==> src/logic/adgc_map.svh <==
/*
  Register offsets, reset values and field positions of the acquisition
  digital I/O and gate control block.
  Assumes inclusion by bare name from the design file.
*/
`ifndef ADGC_MAP_SVH
`define ADGC_MAP_SVH

`define ADGC_CTRL_OFS 8'h00
`define ADGC_CMD_OFS 8'h04
`define ADGC_STAT_OFS 8'h08
`define ADGC_COUNT_OFS 8'h0c
`define ADGC_GROUP_OFS 8'h10

`define ADGC_CTRL_RST 16'h0008
`define ADGC_GROUP_RST 4'hf
`define ADGC_COUNT_RST 8'h00
`define ADGC_DIG_START_BIT 4
`define ADGC_COUNT_STEP 8'h01

`endif

==> src/logic/adgc_pkg.sv <==
/*
  Types shared by the acquisition digital I/O and gate control block.
  Assumes nothing of its surroundings.
*/
package adgc_pkg;

  typedef struct packed {
    logic [4:0] rsvd;
    logic gate_watch;
    logic any_preset_stops_all;
    logic gate_high_when_on;
    logic gate_drop_on_preset;
    logic clear_before_start;
    logic gate_start_en;
    logic ext_start_en;
    logic open_drain;
    logic invert;
    logic stop_count_mode;
    logic status_mode;
  } adgc_ctrl_t;

  typedef struct packed {
    logic erase;
    logic stop;
    logic start;
  } adgc_cmd_t;

  typedef enum logic [1:0] {
    ADGC_IDLE = 2'b00,
    ADGC_ARMED = 2'b01,
    ADGC_CLEAR = 2'b10,
    ADGC_RUN = 2'b11
  } adgc_state_t;

endpackage

==> src/logic/adgc_top.sv <==
/*
  Digital I/O port and gate line control for a group of up to four
  acquisition modules, with a classic Wishbone register slave.
  Assumes one 100 MHz clock, a synchronous active-high reset, and that the
  board resolves the pins from the output and active-low enable signals.
*/
// Design decisions made here: the register offsets and the Wishbone register port.
// Contract
// - Status mode shows running state on outputs
// - Invert option flips output polarity
// - Stop-count mode presents programmable 8-bit value
// - Stop-count value increments at every stop
// - Outputs are open drain by default
// - Each module has its own status bit
// - Start with external input arms, not runs
// - Active edge clears data, then starts
// - Inactive level stops; next edge restarts
// - Stop command ends input monitoring
// - Clear option erases data before start
// - Gate line high can start instead
// - Counting enabled only while gate active
// - Gate pulled low at sweep preset
// - Grouped modules start, stop, erase together
// - Any preset may stop whole group
`timescale 1ns/1ps
`include "adgc_map.svh"

module adgc_top #(
  parameter int NMOD = 4
) (
  input wire logic CLK,
  input wire logic RST,
  input wire logic WB_CYC_I,
  input wire logic WB_STB_I,
  input wire logic WB_WE_I,
  input wire logic [7:0] WB_ADR_I,
  input wire logic [3:0] WB_SEL_I,
  input wire logic [31:0] WB_DAT_I,
  output logic [31:0] WB_DAT_O,
  output logic WB_ACK_O,
  input wire logic [7:0] DIO_I,
  output logic [7:0] DIO_O,
  output logic [7:0] DIO_OE_N,
  input wire logic GATE_I,
  output logic GATE_O,
  output logic GATE_OE_N,
  input wire logic [NMOD-1:0] PRESET_HIT,
  output logic [NMOD-1:0] RUN,
  output logic [NMOD-1:0] COUNT_EN,
  output logic [NMOD-1:0] CLEAR
);

  function automatic logic [15:0] adgc_merge(
    input logic [15:0] old,
    input logic [31:0] dat,
    input logic [3:0] sel
  );
    adgc_merge = {sel[1] ? dat[15:8] : old[15:8], sel[0] ? dat[7:0] : old[7:0]};
  endfunction

  adgc_pkg::adgc_ctrl_t ctrl_q;
  adgc_pkg::adgc_cmd_t cmd;
  adgc_pkg::adgc_state_t state_q, state_d;
  logic [NMOD-1:0] group_q, run_q, run_d;
  logic [7:0] count_q;
  logic ack_q, wb_req, wb_wr, count_wr;
  logic [31:0] rd_d;
  logic ext_s1_q, ext_s2_q, gate_s1_q, gate_s2_q;
  logic act_prev_q, trig_mode_q, drop_hold_q, drop_hold_d;
  logic trig_lvl, act_lvl, act_rise, act_fall, triggered;
  logic preset_now, stop_evt, gate_ok;
  logic [7:0] dio_val;
  logic [15:0] group_m, count_m;

  assign wb_req = WB_CYC_I & WB_STB_I & ~ack_q;
  // Narrow registers are widened to the 16-bit lane image before the byte merge
  assign group_m = adgc_merge(16'(group_q), WB_DAT_I, WB_SEL_I);
  assign count_m = adgc_merge(16'(count_q), WB_DAT_I, WB_SEL_I);
  assign wb_wr = wb_req & WB_WE_I;
  assign count_wr = wb_wr && WB_ADR_I == `ADGC_COUNT_OFS;
  // one command word acts on the whole group
  assign cmd = (wb_wr && WB_ADR_I == `ADGC_CMD_OFS && WB_SEL_I[0]) ? WB_DAT_I[2:0] : 3'h0;

  // Single-cycle ack; unmapped offsets are acked and read as zero
  always_ff @(posedge CLK)
  begin
    if (RST)
      ack_q <= 1'b0;
    else
      ack_q <= wb_req;
  end

  always_comb
  begin
    rd_d = 32'h0000_0000;
    case (WB_ADR_I)
      `ADGC_CTRL_OFS: rd_d = {16'h0000, ctrl_q};
      `ADGC_STAT_OFS: rd_d = {23'h0, act_lvl, drop_hold_q, trig_mode_q, state_q, run_q};
      `ADGC_COUNT_OFS: rd_d = {24'h0, count_q};
      `ADGC_GROUP_OFS: rd_d = {28'h0, group_q};
      default: rd_d = 32'h0000_0000;
    endcase
  end

  always_ff @(posedge CLK)
  begin
    if (RST)
      WB_DAT_O <= 32'h0000_0000;
    else if (wb_req && !WB_WE_I)
      WB_DAT_O <= rd_d;
  end

  always_ff @(posedge CLK)
  begin
    if (RST)
    begin
      ctrl_q <= `ADGC_CTRL_RST;
      group_q <= `ADGC_GROUP_RST;
    end
    else if (wb_wr)
    begin
      if (WB_ADR_I == `ADGC_CTRL_OFS)
        ctrl_q <= adgc_merge(ctrl_q, WB_DAT_I, WB_SEL_I);
      if (WB_ADR_I == `ADGC_GROUP_OFS)
        group_q <= group_m[NMOD-1:0];
    end
  end

  // two-stage synchronisers; only the second stage feeds edge logic
  always_ff @(posedge CLK)
  begin
    if (RST)
    begin
      ext_s1_q <= 1'b1;
      ext_s2_q <= 1'b1;
      gate_s1_q <= 1'b0;
      gate_s2_q <= 1'b0;
    end
    else
    begin
      ext_s1_q <= DIO_I[`ADGC_DIG_START_BIT];
      ext_s2_q <= ext_s1_q;
      gate_s1_q <= GATE_I;
      gate_s2_q <= gate_s1_q;
    end
  end

  assign triggered = ctrl_q.ext_start_en | ctrl_q.gate_start_en;
  // gate line as start source when the input is not selected
  assign trig_lvl = ctrl_q.ext_start_en ? ext_s2_q : gate_s2_q;
  // input is active low unless inverted; gate is active high
  assign act_lvl = ctrl_q.ext_start_en ? (trig_lvl ^ ~ctrl_q.invert) : trig_lvl;
  assign act_rise = act_lvl & ~act_prev_q;
  assign act_fall = ~act_lvl & act_prev_q;
  assign preset_now = state_q == adgc_pkg::ADGC_RUN && |(PRESET_HIT & run_q);
  assign gate_ok = ~ctrl_q.gate_watch | gate_s2_q;

  always_ff @(posedge CLK)
  begin
    if (RST)
      act_prev_q <= 1'b0;
    else
      act_prev_q <= act_lvl;
  end

  always_comb
  begin
    state_d = state_q;
    run_d = run_q;
    case (state_q)
      adgc_pkg::ADGC_IDLE:
      begin
        // a triggered start only arms the monitor
        if (cmd.start && triggered)
          state_d = adgc_pkg::ADGC_ARMED;
        // optional erase before a direct start
        else if (cmd.start)
          state_d = ctrl_q.clear_before_start ? adgc_pkg::ADGC_CLEAR : adgc_pkg::ADGC_RUN;
      end
      adgc_pkg::ADGC_ARMED:
      begin
        if (cmd.stop)
          state_d = adgc_pkg::ADGC_IDLE;
        else if (act_rise)
          state_d = (ctrl_q.ext_start_en | ctrl_q.clear_before_start) ?
                    adgc_pkg::ADGC_CLEAR : adgc_pkg::ADGC_RUN;
      end
      adgc_pkg::ADGC_CLEAR:
        state_d = cmd.stop ? adgc_pkg::ADGC_IDLE : adgc_pkg::ADGC_RUN;
      adgc_pkg::ADGC_RUN:
      begin
        if (cmd.stop)
          state_d = adgc_pkg::ADGC_IDLE;
        // inactive level stops but stays armed
        else if (trig_mode_q && act_fall)
          state_d = adgc_pkg::ADGC_ARMED;
        // one preset stops every grouped module
        else if (preset_now && ctrl_q.any_preset_stops_all)
          state_d = adgc_pkg::ADGC_IDLE;
        else if ((run_q & ~PRESET_HIT) == '0)
          state_d = adgc_pkg::ADGC_IDLE;
        else
          run_d = run_q & ~PRESET_HIT;
      end
      default:
        state_d = adgc_pkg::ADGC_IDLE;
    endcase
    if (state_d == adgc_pkg::ADGC_RUN && state_q != adgc_pkg::ADGC_RUN)
      run_d = group_q;
    else if (state_d != adgc_pkg::ADGC_RUN)
      run_d = '0;
  end

  assign stop_evt = state_q == adgc_pkg::ADGC_RUN && state_d != adgc_pkg::ADGC_RUN;

  always_ff @(posedge CLK)
  begin
    if (RST)
    begin
      state_q <= adgc_pkg::ADGC_IDLE;
      run_q <= '0;
    end
    else
    begin
      state_q <= state_d;
      run_q <= run_d;
    end
  end

  always_ff @(posedge CLK)
  begin
    if (RST)
      trig_mode_q <= 1'b0;
    else if (state_q == adgc_pkg::ADGC_IDLE && cmd.start)
      trig_mode_q <= triggered;
  end

  // software loads the value; a stop adds one unless written
  always_ff @(posedge CLK)
  begin
    if (RST)
      count_q <= `ADGC_COUNT_RST;
    else if (count_wr)
      count_q <= count_m[7:0];
    else if (stop_evt)
      count_q <= count_q + `ADGC_COUNT_STEP;
  end

  always_comb
  begin
    dio_val = 8'h00;
    // stop-count value takes the whole port
    if (ctrl_q.stop_count_mode)
      dio_val = count_q;
    // high while running; one bit per module
    else if (ctrl_q.status_mode)
      dio_val[NMOD-1:0] = run_q;
    if (ctrl_q.invert)
      dio_val = ~dio_val;
  end

  always_ff @(posedge CLK)
  begin
    if (RST)
    begin
      DIO_O <= 8'h00;
      DIO_OE_N <= 8'hff;
    end
    else
    begin
      DIO_O <= dio_val;
      // open drain pulls low only; idle port is released
      if (!(ctrl_q.stop_count_mode || ctrl_q.status_mode))
        DIO_OE_N <= 8'hff;
      else if (ctrl_q.open_drain)
        DIO_OE_N <= dio_val | {3'h0, ctrl_q.ext_start_en, 4'h0};
      else
        DIO_OE_N <= {3'h0, ctrl_q.ext_start_en, 4'h0};
    end
  end

  // hold the gate low from the preset until the next start
  assign drop_hold_d = ctrl_q.gate_drop_on_preset &
                       (preset_now | (drop_hold_q & ~(state_d == adgc_pkg::ADGC_RUN &&
                                                      state_q != adgc_pkg::ADGC_RUN)));

  always_ff @(posedge CLK)
  begin
    if (RST)
    begin
      drop_hold_q <= 1'b0;
      GATE_O <= 1'b0;
      GATE_OE_N <= 1'b1;
    end
    else
    begin
      drop_hold_q <= drop_hold_d;
      // drive high while running, unless a preset dropped it
      GATE_O <= ctrl_q.gate_high_when_on & (state_d == adgc_pkg::ADGC_RUN) & ~drop_hold_d;
      GATE_OE_N <= ~(ctrl_q.gate_high_when_on | drop_hold_d);
    end
  end

  always_ff @(posedge CLK)
  begin
    if (RST)
    begin
      RUN <= '0;
      COUNT_EN <= '0;
      CLEAR <= '0;
    end
    else
    begin
      RUN <= run_d;
      // acquisition counts only while the gate is active
      COUNT_EN <= run_d & {NMOD{gate_ok}};
      // erase acts on the whole group
      CLEAR <= ((state_d == adgc_pkg::ADGC_CLEAR) || cmd.erase) ? group_q : '0;
    end
  end

  assign WB_ACK_O = ack_q;
endmodule

==> config.mk <==
export PLATFORM = sky130hd
export DESIGN_NAME = adgc_top
export DESIGN_NICKNAME = d
export VERILOG_FILES = /design/src/logic/adgc_pkg.sv /design/src/logic/adgc_top.sv
export VERILOG_INCLUDE_DIRS = /design/src /design/src/logic
export SDC_FILE = /design/constraint.sdc
export NUM_CORES = 1
export LEC_CHECK = 0
export BUFFER_PORTS_ARGS = -buffer_cell sky130_fd_sc_hd__buf_2
export CORE_UTILIZATION = 54
export DETAILED_ROUTE_END_ITERATION = 8
export GPL_TIMING_DRIVEN = 1
export PLACE_DENSITY = 0.85
export SLEW_MARGIN = 30
export SYNTH_ARGS = -nofsm -noshare
export SYNTH_HDL_FRONTEND = slang
export SYNTH_SLANG_ARGS = --single-unit
==> constraint.sdc <==
create_clock -name CLK -period 5.4 [get_ports CLK]
set_input_delay 1.08 -clock CLK [delete_from_list [all_inputs] [get_ports CLK]]
set_output_delay 1.08 -clock CLK [all_outputs]
set_load 0.01 [all_outputs]
* After elaboration in Yosys (flattened, before gate mapping)
Index checks and enable logic that the tools add are counted.
** Cells by class
- Add/subtract/negate cells :: 1
- Bitwise operators :: 31
- Eq/ne operators :: 12
- Muxes and demuxes :: 31
- Reductions and logical operators :: 25
** Operators with widths (number)
- 16-bit one-hot mux with 4 select lines :: 1
- 4-bit two-way mux :: 10
- 8-bit two-way mux :: 5
- 2-bit two-way mux :: 9
- 8-bit by 4-bit == test with 1-bit output (second input constant) :: 2
- 4-bit bitwise AND :: 3
- 1-bit logical AND :: 11
- 1-bit inverter :: 10
- 1-bit bitwise AND :: 9
- 3-bit AND reduction :: 3
- 8-bit by 1-bit adder with 8-bit output (second input constant) :: 1
- 2-bit == test (second input constant) :: 4
- 8-bit by 3-bit == test with 1-bit output (second input constant) :: 1
- 8-bit by 5-bit == test with 1-bit output (second input constant) :: 1
- 8-bit zero test :: 1
- 8-bit inverter :: 1
- 8-bit by 5-bit bitwise OR with 8-bit output :: 1
- 2-bit one-hot mux with 4 select lines :: 1
- 2-bit inequality test (second input constant) :: 3
- 1-bit bitwise OR :: 5
- 4-bit zero test :: 1
- 1-bit two-way mux :: 4
- 4-bit inverter :: 1
- 2-bit OR reduction :: 2
- other kinds (9) :: 10
** Word-level totals
- Input port bits :: 62
- Register bits :: 100
- Word-level logic and storage cells :: 131

* Logic depth before layout (Yosys ltp)
Gate-level depths: netlist of the first run.
- Word-level depth :: 17
- Mapped depth :: 9
- Gate-level depth less buffers :: 6

* Worst setup path after synthesis of the first run
OpenSTA, ideal clock, no wires.
- Path kind :: input port to flip-flop
- From :: input port WB_ADR_I[7]
- To :: register count_q[0]
- Setup slack :: 1980 ps
- Arrival time :: 3342 ps
- Stages :: 9
- Data required time :: 5322 ps
- Buffers on the path :: 3
- Setup time :: 78 ps
- Cells stage by stage :: or4_4 or2_1 buf_2 or3_1 clkbuf_1 o211ai_1 buf_2 mux2_2 nor3_1
** On the way
- Word-level cells in the longest chain between the ends :: 11
- Elaborated cells between the ends (all ways) :: 19
- Classes of those cells :: eq/ne: 4; mux: 8; reduce/logical: 7
** Ends and longest elaborated chain
- from (decl) :: line adgc_top.sv:36 : input wire logic [7:0] WB_ADR_I,
- 8-bit by 3-bit == test with 1-bit output (no source line)
- 1-bit logical AND (no source line)
- 1-bit logical AND :: line adgc_top.sv:82 : assign cmd = (wb_wr && WB_ADR_I == `ADGC_CMD_OFS && WB_SEL_I[0]) ? WB_DAT_I[2:0] : 3'h0;
- 3-bit two-way mux :: line adgc_top.sv:82
- 2-bit two-way mux / 1-bit logical AND (equally long branches) :: line adgc_top.sv:177, adgc_top.sv:174
- 2-bit two-way mux :: line adgc_top.sv:174 : if (cmd.start && triggered)
- 2-bit one-hot mux with 4 select lines :: line adgc_top.sv:170 : case (state_q)
- 2-bit inequality test :: line adgc_top.sv:214 : assign stop_evt = state_q == adgc_pkg::ADGC_RUN && state_d != adgc_pkg::ADGC_RUN;
- 1-bit logical AND :: line adgc_top.sv:214
- 2-bit nonzero test (no source line)
- 2-bit AND reduction (no source line)
- to (signal assigned) :: line adgc_top.sv:242 : count_q <= `ADGC_COUNT_RST;
- to (signal assigned) :: line adgc_top.sv:244 : count_q <= count_m[7:0];
- to (signal assigned) :: line adgc_top.sv:246 : count_q <= count_q + `ADGC_COUNT_STEP;
- to (decl) :: line adgc_top.sv:65 : logic [7:0] count_q;
Several ways; a longest one is shown, not always the timed one.
A chain may end at the register's enable or synchronous reset.

* Final worst setup path of the first run
Same ends and word-level chain as after synthesis.

==> results of run 1 <==
-- power by group --
| part | switching (mW) | internal [mW] | leakage (nW) |
|---|---|---|---|
| Sequential | 0.00184 | 0.621 | 0.678 |
| Clock | 0.248 | 0.174 | 0.0914 |
| Combinational | 0.0356 | 0.0180 | 1.11 |
-- cells in the mapped netlist (5+ instances only) --
library cell	count
a22oi_1	21
nor3b_1	6
a31oi_1	11
nand2_1	18
nand3_1	12
dfxtp_1	84
or3_1	9
o21ai_0	14
a21oi_1	10
buf_4	16
clkbuf_1	17
and3_1	9
xor2_1	8
nor2_1	58
a32oi_1	5
nor3_1	12
nor2b_1	8
inv_1	9
mux2i_1	24
a2bb2oi_1	5
o22ai_1	6
-- metal layers --
layer	global-route usage	vias to the layer above
li1	-	1627
met1	0.343	1579
met2	0.452	141
met3	0.0496	21
met4	0.136	0
met5	0	-
-- cell families (layout without fill, tap and decap cells) --
logic type / after synthesis / in the layout / share of synthesized area
AO/OA/AOI/OAI: 91 / 91 / 0.167
XOR/XNOR: 9 / 9 / 0.0210
adder cells (fa/ha/maj): 1 / 1 / 0.00334
buffers and inverters: 48 / 112 / 0.0671
flip-flops: 84 / 84 / 0.448
multiplexers: 28 / 28 / 0.0761
other: 1 / 16 / 0.00100
AND/OR/NAND/NOR: 157 / 157 / 0.217
-- critical path, delay by kind of cell --
kind / cells / cell delay (ns)
simple gates: 4 / 1.55
buf+inv: 2 / 0.41
compound gates: 1 / 0.31
mux: 1 / 0.36
-- worst paths after layout --
kind / cells after the start / from / to
worst min register to register: 1 / ext_s1_q / ext_s2_q
worst max register to register: 7 / WB_ACK_O / count_q[5]
worst max-delay path: 8 / WB_ADR_I[7] / count_q[0]
worst min-delay path: 1 / ext_s1_q / ext_s2_q
-- final cells by class --
type | instances | area (µm²) | share of cell area
clock buffers | 9 | 124 | 0.0288
multi-input cells | 302 | 1870 | 0.435
clock inverters | 7 | 56.3 | 0.0131
inverters | 10 | 37.5 | 0.00871
flip-flops and latches | 84 | 1680 | 0.390
well taps | 80 | 100 | 0.0232
repair buffers | 86 | 435 | 0.101
-- flip-flops by register name, summed over array words and instances, names as in the netlist, 2 cells and up --
signal,cells
WB_DAT_O,16
RUN,4
COUNT_EN,4
ctrl_q,16
DIO_O,8
count_q,8
DIO_OE_N,8
state_q,2
CLEAR,4
group_q,4
-- stage by stage --
stage | area, µm² | hold WS (ns) | setup WS, ns | util | power (mW)
finish | 4310 | 0.411 | 1.97 | 0.638 | 1.10
global route | 4310 | 0.430 | 1.89 | 0.638 | 1.14
CTS | 4300 | 0.412 | 1.99 | 0.637 | 1.10
detailed placement | 4120 | 0.396 | 1.63 | 0.610 | 0.690
global placement | 4120 | 0.398 | 1.66 | 0.610 | 0.689
floorplan | 3810 | 0.389 | 1.98 | - | 0.676
==> flow_summary.yaml, run 1 <==
status:
  status: "finished clean"
drt:
  remaining_drc_errors: 0
  route.detailed.wl_per_inst_um: 16.3
  highest_layer: "met4"
  wl_met2_um: 4610
  ant_nets: 0
  drt_pre_antenna_iters: 5
  drt_iter0_markers: 352
  routed_via_density: 5.83
  route.final.wire_length_um: 9410
  met1_length_um: 4010
  routed-wl-met3_um: 569
  vias: 3368
cts:
  cts_tree: "yes"
  postCtsSetupRepairBufs: 0
  cts_inserted_buffers: 9
  clock_sink_total: 84
  reg_clk_slew_reported_paths_ns: 0.09
  clk_path_buf_depth: 2
  cts_repair_resize_count: 0
  root_buffer_cell: "clkbuf_8"
  insertion_delay_ns: 0.36
  cts-hold-fix-buffers: 0
  clock_tree.htree_level_count: 3
critical_path:
  end_kind: "register"
  timing.critical_path.mode_cell: "buf_2"
  slowest_delay_ns: 0.56
  critical_path.cell_chain: "buf_2 -> or4_4 -> or2_1 -> or3_1 -> o211ai_1 -> buf_2 -> mux2_2 -> nor3_1"
  critical_path_arrival_ns: 3.71
  worstPathRequired_ns: 5.68
  critical-path-slowest-cell: "or4_4"
  critical_path.startpoint_type: "input port"
  timing.reg2reg.setup_slack_ns: 2.59
  crit_fanout: 11
  critical_path_class: "input port to register"
placement:
  place.detailed.instances: 561
  gp_congestion: 0.893
  dp_hpwl_um: 6740
  io_buffers: 83
timing:
  timing_hold_violations_final: 0
  worst_clock_skew_ns: 0.0127
  rsz0062_at_grt: "no"
  final_min_period_over_clock_period: 0.636
  setup_total_negative_slack_ns: 0
  finalSetupViolCount: 0
  max_freq_mhz: 291
  slew-limit-headroom: 0.446
  finalCriticalPeriod_ns: 3.43
  drv_slew: 0
  worst-slew-pin-transition_ns: 0.825
power:
  pwr_density_mw_per_mm2: 255
  max-vdd-ir-drop_uv: 141
  total_leakage_power_nw: 1.88
final_layout:
  fill_cells: 600
  post_layout_nonfiller_instances: 578
  antenna_cells: 0
  syn2layout_area_growth_pct: 14.9
  drive_gt1_frac: 0.229
  layout.cells.most_common_list: "84 x dfxtp_1, 84 x buf_2, 58 x nor2_1"
  finalNetCount: 556
logic_synthesis:
  synth_edf_count: 0
  ys_seq_elements: 84
  synth_area_per_cell_um2: 8.95
  netlist-cell-type-count: 54
  synth_area_mm2: 0.00375
  ys_dominant_reg_cell: "dfxtp_1"
  synth.yosys.seq_area_share: 0.448
  number_of_standard_cells_after_synthesis: 419
  synth_largest_area_cell: "dfxtp_1"
  netlist_top_cells_area: "dfxtp_1 45%, mux2i_1 6.4%, nor2_1 5.8%"
  synth_top_area_frac: 0.448
  postSynth.asyncResetShare: 0
  synth-warning-count: 0
floorplanning:
  num_io_pins: 125
  std_cell_rows: 30
  initial_core_util: 0.555
  core_area_mm2: 0.00676
  die-area_mm2: 0.00728
  die_height_um: 85.3
  die_w_um: 85.3
grt:
  grt_pass1_wl_um: 15400
  antenna_violations_before_repair: 0
  track_usage: 0.273
  grt_pass1_vias: 3142
  grt.overflow.total: 0
  grt_max_degree: 57
job:
  cap_violations: 0
hold_path:
  min-delay-path-class: "register to register"
Power figures use the tool's default switching activity.
==> run 2, diff against run 1 <==
CORE_UTILIZATION = 50   (was 54)
PLACE_DENSITY = 0.79   (was 0.85)
clock period = 3.55 ns   (was 5.4 ns; I/O delays follow)
==> run 2 against run 1 <==
  * Sequential share of layout area decreased by 1.1 points
  * Wire length increased by 1.6%
  * Cell count increased by 4.7%
  * Critical endpoint is now count_q[4]
  * Hold slack improved by 0.0031 ns
  * Worst setup slack got worse by 1.2 ns
  * Highest routed layer unchanged
  * Non-clock buffer count increased by 8
  * Clock-buffer cell count increased by 1
==> flow_summary.yaml, run 2 (synthesis results as in run 1) <==
hold_path:
  min-delay-path-class: "register to register"
critical_path:
  crit_fanout: 11
  slowest_delay_ns: 0.57
  end_kind: "register"
  cpLargestDelayFamily: "simple AND/OR/NAND/NOR gates"
  critical_path_arrival_ns: 3.11
  critical_path.startpoint_type: "input port"
  critical-path-slowest-cell: "or4_4"
  critical_path.cell_chain: "buf_2 -> or4_4 -> nor4_2 -> a21o_1 -> o211ai_1 -> buf_4 -> or3_1 -> a31oi_1"
  worstPathRequired_ns: 3.83
  critical_path_buf_inv_count: 2
  critical_path_class: "input port to register"
drt:
  routed_via_density: 5.63
  drt_iter0_markers: 408
  route.final.wire_length_um: 9560
  route.detailed.wl_per_inst_um: 15.8
  drt_pre_antenna_iters: 6
  ant_nets: 0
  remaining_drc_errors: 0
  vias: 3406
floorplanning:
  std_cell_rows: 31
  die_w_um: 88.6
  core_area_mm2: 0.00725
  num_io_pins: 125
  initial_core_util: 0.517
  die_height_um: 88.6
  die-area_mm2: 0.00785
final_layout:
  biggestRegsByFlops: "WB_DAT_O: 16 flops, ctrl_q: 16 flops"
  final_common_cell: "dfxtp_1"
  drive_gt1_frac: 0.239
  syn2layout_area_growth_pct: 18.4
  finalInstanceArea_mm2: 0.00444
  layout.cells.most_common_list: "84 x dfxtp_1, 83 x buf_2, 58 x nor2_1"
  finalNetCount: 564
  antenna_cells: 0
  fill_cells: 656
timing:
  worst_clock_skew_ns: 0.00732
  drv_slew: 0
  final_min_period_over_clock_period: 0.797
  finalSetupViolCount: 0
  timing_hold_violations_final: 0
  setup_total_negative_slack_ns: 0
  worst-slew-pin-transition_ns: 0.874
  slew-limit-headroom: 0.415
  rsz0062_at_grt: "no"
  finalCriticalPeriod_ns: 2.83
  max_freq_mhz: 354
cts:
  clk_path_buf_depth: 2
  clock_tree.htree_level_count: 3
  reg_clk_slew_reported_paths_ns: 0.09
  cts_repair_resize_count: 0
  cts_inserted_buffers: 9
  root_buffer_cell: "clkbuf_8"
  insertion_delay_ns: 0.35
  cts-hold-fix-buffers: 0
  postCtsSetupRepairBufs: 0
  cts_tree: "yes"
  clock_sink_total: 84
status:
  status: "finished clean"
grt:
  grt_pass1_wl_um: 15300
  grt_pass1_vias: 3084
  grt.overflow.total: 0
  grt_max_degree: 56
  track_usage: 0.256
  antenna_violations_before_repair: 0
job:
  cap_violations: 0
placement:
  io_buffers: 83
  gp_congestion: 0.948
  placement.cell_area_mm2: 0.00421
  dp_hpwl_um: 6910
power:
  pwr_density_mw_per_mm2: 404
  total_leakage_power_nw: 1.94
  max-vdd-ir-drop_uv: 251
## run 2: per-stage QoR
stage / cells / hold WS (ns) / power, mW / worst slack, ns / util
after global placement: 589 / 0.398 / 1.05 / 0.413 / 0.581
after detailed placement: 589 / 0.394 / 1.05 / 0.411 / 0.581
after CTS: 605 / 0.414 / 1.80 / 0.782 / 0.612
final: 605 / 0.414 / 1.79 / 0.721 / 0.612
after floorplan: 434 / 0.389 / 1.03 / 0.500 / -
after global routing: 605 / 0.426 / 1.86 / 0.565 / 0.612
## run 2: power by group
| part | switching (mW) | internal, mW |
|---|---|---|
| Clock | 0.358 | 0.405 |
| Combinational | 0.0549 | 0.0289 |
| Sequential | 0.00286 | 0.945 |
## run 2: routing by layer
metal  share of wire  up-vias  global-route usage
met5               0        -                   0
met4           0.031        0               0.130
met3           0.069       32              0.0420
met2            0.46      157               0.404
met1            0.44     1581               0.339
li1                -     1636                   -
## run 2: worst paths after layout
check | start | end | slack (ns) | cells past startpoint
worst max-delay path | WB_ADR_I[7] | count_q[4] | 0.72 | 8
worst min register to register | ext_s1_q | ext_s2_q | 0.41 | 1
worst max register to register | RUN[2] | count_q[0] | 0.91 | 6
worst min-delay path | ext_s1_q | ext_s2_q | 0.41 | 1
## run 2: cell type report
class / count / area, µm² / area share
timing repair buffer: 94 / 498 / 0.112
clock inverter: 6 / 96.3 / 0.0217
sequential: 84 / 1680 / 0.379
inverter: 10 / 37.5 / 0.00846
clock buffer: 10 / 128 / 0.0288
multi-input combinational: 302 / 1870 / 0.422
tap: 99 / 124 / 0.0279
==> run 3, diff against run 2 <==
CORE_UTILIZATION = 45   (was 50)
PLACE_DENSITY = 0.75   (was 0.79)
clock period = 2.25 ns   (was 3.55 ns; I/O delays follow)
==> run 3 against run 2 <==
  * The flow now finishes with violations (setup timing)
  * Non-clock buffer count grew 37
  * Via count grew 2.6%
  * Flip-flop and latch count is the same
  * Cell count grew 6.6%
  * Worst setup slack lost 0.74 ns
  * Clock skew grew 0.0011 ns
  * Hold slack lost 0.14 ns
  * Largest cell class unchanged
  * Largest power group unchanged
  * Highest routed layer unchanged
==> flow_summary.yaml, run 3 (synthesis results as in run 1) <==
final_layout:
  finalInstanceArea_mm2: 0.00479
  final_common_cell: "dfxtp_1"
  post_layout_nonfiller_instances: 645
  finish.utilization: 0.607
  layout.cells.most_common_list: "82 x dfxtp_1, 81 x buf_2, 58 x nor2_1"
  syn2layout_area_growth_pct: 27.6
  antenna_cells: 0
  finalNetCount: 601
  drive_gt1_frac: 0.309
  biggestRegsByFlops: "WB_DAT_O: 16 flops, ctrl_q: 16 flops"
  fill_cells: 698
timing:
  finalSetupViolCount: 1
  timing_hold_violations_final: 0
  rsz0062_at_grt: "yes"
  finalCriticalPeriod_ns: 2.26
  final_min_period_over_clock_period: 1.01
  drv_slew: 0
  setup_ws_ns: -0.0149
  slew-limit-headroom: 0.645
  worst_clock_skew_ns: 0.00847
  max_freq_mhz: 442
  hold_slack_ns: 0.269
  worst-slew-pin-transition_ns: 0.529
critical_path:
  timing.reg2reg.setup_slack_ns: 0.06
  critical_path.cell_chain: "buf_8 -> or4bb_4 -> nor4_4 -> a21o_1 -> o211ai_1 -> buf_4 -> or3_1 -> a31oi_1"
  worstPathRequired_ns: 2.54
  critical_path.startpoint_type: "input port"
  end_kind: "register"
  cpLargestDelayFamily: "simple AND/OR/NAND/NOR gates"
  crit-reg2reg-launch: "RUN[1]"
  depth_of_the_worst_register_to_register_path: 8
  critical_path_arrival_ns: 2.55
  critical_path_buf_inv_count: 2
  rr_endpoint: "count_q[5]"
  critical_path_class: "input port to register"
  slowest_delay_ns: 0.54
  critical-path-slowest-cell: "or4bb_4"
  crit_fanout: 7
placement:
  gp_congestion: 0.875
  preCtsSetupSlack_ns: -0.445
  io_buffers: 83
  dp_hpwl_um: 7640
  placement.cell_area_mm2: 0.00445
  place.detailed.instances: 623
power:
  total_leakage_power_nw: 2.13
  max-vdd-ir-drop_uv: 280
  pwr_density_mw_per_mm2: 577
grt:
  grt.overflow.total: 0
  track_usage: 0.242
  grt_pass1_vias: 3322
  grt_max_degree: 31
  antenna_violations_before_repair: 0
  grt_pass1_wl_um: 16100
floorplanning:
  die_w_um: 93.3
  std_cell_rows: 32
  core_area_mm2: 0.00789
  die-area_mm2: 0.00870
  initial_core_util: 0.475
  num_io_pins: 125
  die_height_um: 93.3
cts:
  insertion_delay_ns: 0.36
  cts_inserted_buffers: 9
  cts_tree: "yes"
  reg_clk_slew_reported_paths_ns: 0.08
  clock_sink_total: 84
  clock_tree.htree_level_count: 3
  clk_path_buf_depth: 2
  root_buffer_cell: "clkbuf_8"
drt:
  vias: 3494
  remaining_drc_errors: 0
  route.detailed.wl_per_inst_um: 15.9
  ant_nets: 0
  drt_iter0_markers: 193
  drt_pre_antenna_iters: 4
  route.final.wire_length_um: 10200
  routed_via_density: 5.42
hold_path:
  min-delay-path-class: "input port to register"
  hold-path-cell-count: 2
  hold_path_endpoint: "ext_s1_q"
  launch_point_of_the_worst_hold_path: "DIO_I[4]"
status:
  status: "finished with violations"
  violated_checks: "setup timing"
job:
  cap_violations: 0
## run 3: how the worst max path moves through the flow
stage | startpoint | cells past startpoint | slack, ns | endpoint
detailed placement | WB_ADR_I[7] | 8 | -0.44 | count_q[7]
CTS | WB_ADR_I[7] | 8 | -0.02 | count_q[7]
global placement | WB_ADR_I[7] | 8 | -0.35 | ctrl_q[4]
global route | WB_ADR_I[3] | 8 | -0.05 | count_q[7]
finish | WB_ADR_I[3] | 8 | -0.01 | count_q[7]
floorplan | WB_ADR_I[7] | 8 | -0.47 | ctrl_q[10]
## run 3: metrics by stage
stage                     total power, mW  TNS [ns]
after floorplan                      1.62    -10.24
after detailed placement             1.68    -16.19
after global routing                 2.85    -0.129
final                                2.76   -0.0149
after global placement               1.68    -14.18
after CTS                            2.76   -0.0310
## run 3: what timing repair did
action / CTS / global route
hold buffers: 0 / 0
endpoints found under the hold margin: 0 / 0
buffers inserted: 0 / 5
pin swaps: 0 / 17
setup endpoints to repair: 6 / 35
cloned: 0 / 1
resized for setup: 4 / 21
## run 3: power breakdown
part	switching (mW)	internal (mW)	total, mW
combinational	0.0954	0.0650	0.160
sequential	0.00477	1.49	1.50
clock	0.529	0.575	1.10
## run 3: worst reg2reg max path: cells and delay by family, from the launching register on
kind                   cells  cell delay, ns
AO/OA/AOI/OAI              3            0.68
AND/OR/NAND/NOR            3            0.67
flip-flops                 1            0.41
buffers and inverters      2            0.36
## run 3: cell type report
type / count / area [µm²] / share of cell area
clock buffer: 13 / 159 / 0.0332
tap: 102 / 128 / 0.0267
inverter: 10 / 37.5 / 0.00784
multi-input combinational: 302 / 1930 / 0.402
timing repair buffer: 131 / 807 / 0.169
sequential: 84 / 1680 / 0.352
clock inverter: 3 / 45.0 / 0.00941
## run 3: metal layers
metal / global-route usage / vias to the layer above / wire [µm]
met2: 0.414 / 122 / 5020
li1: - / 1713 / -
met3: 0.0577 / 25 / 664
met4: 0.100 / 0 / 229
met1: 0.291 / 1634 / 4310
met5: 0 / - / 0
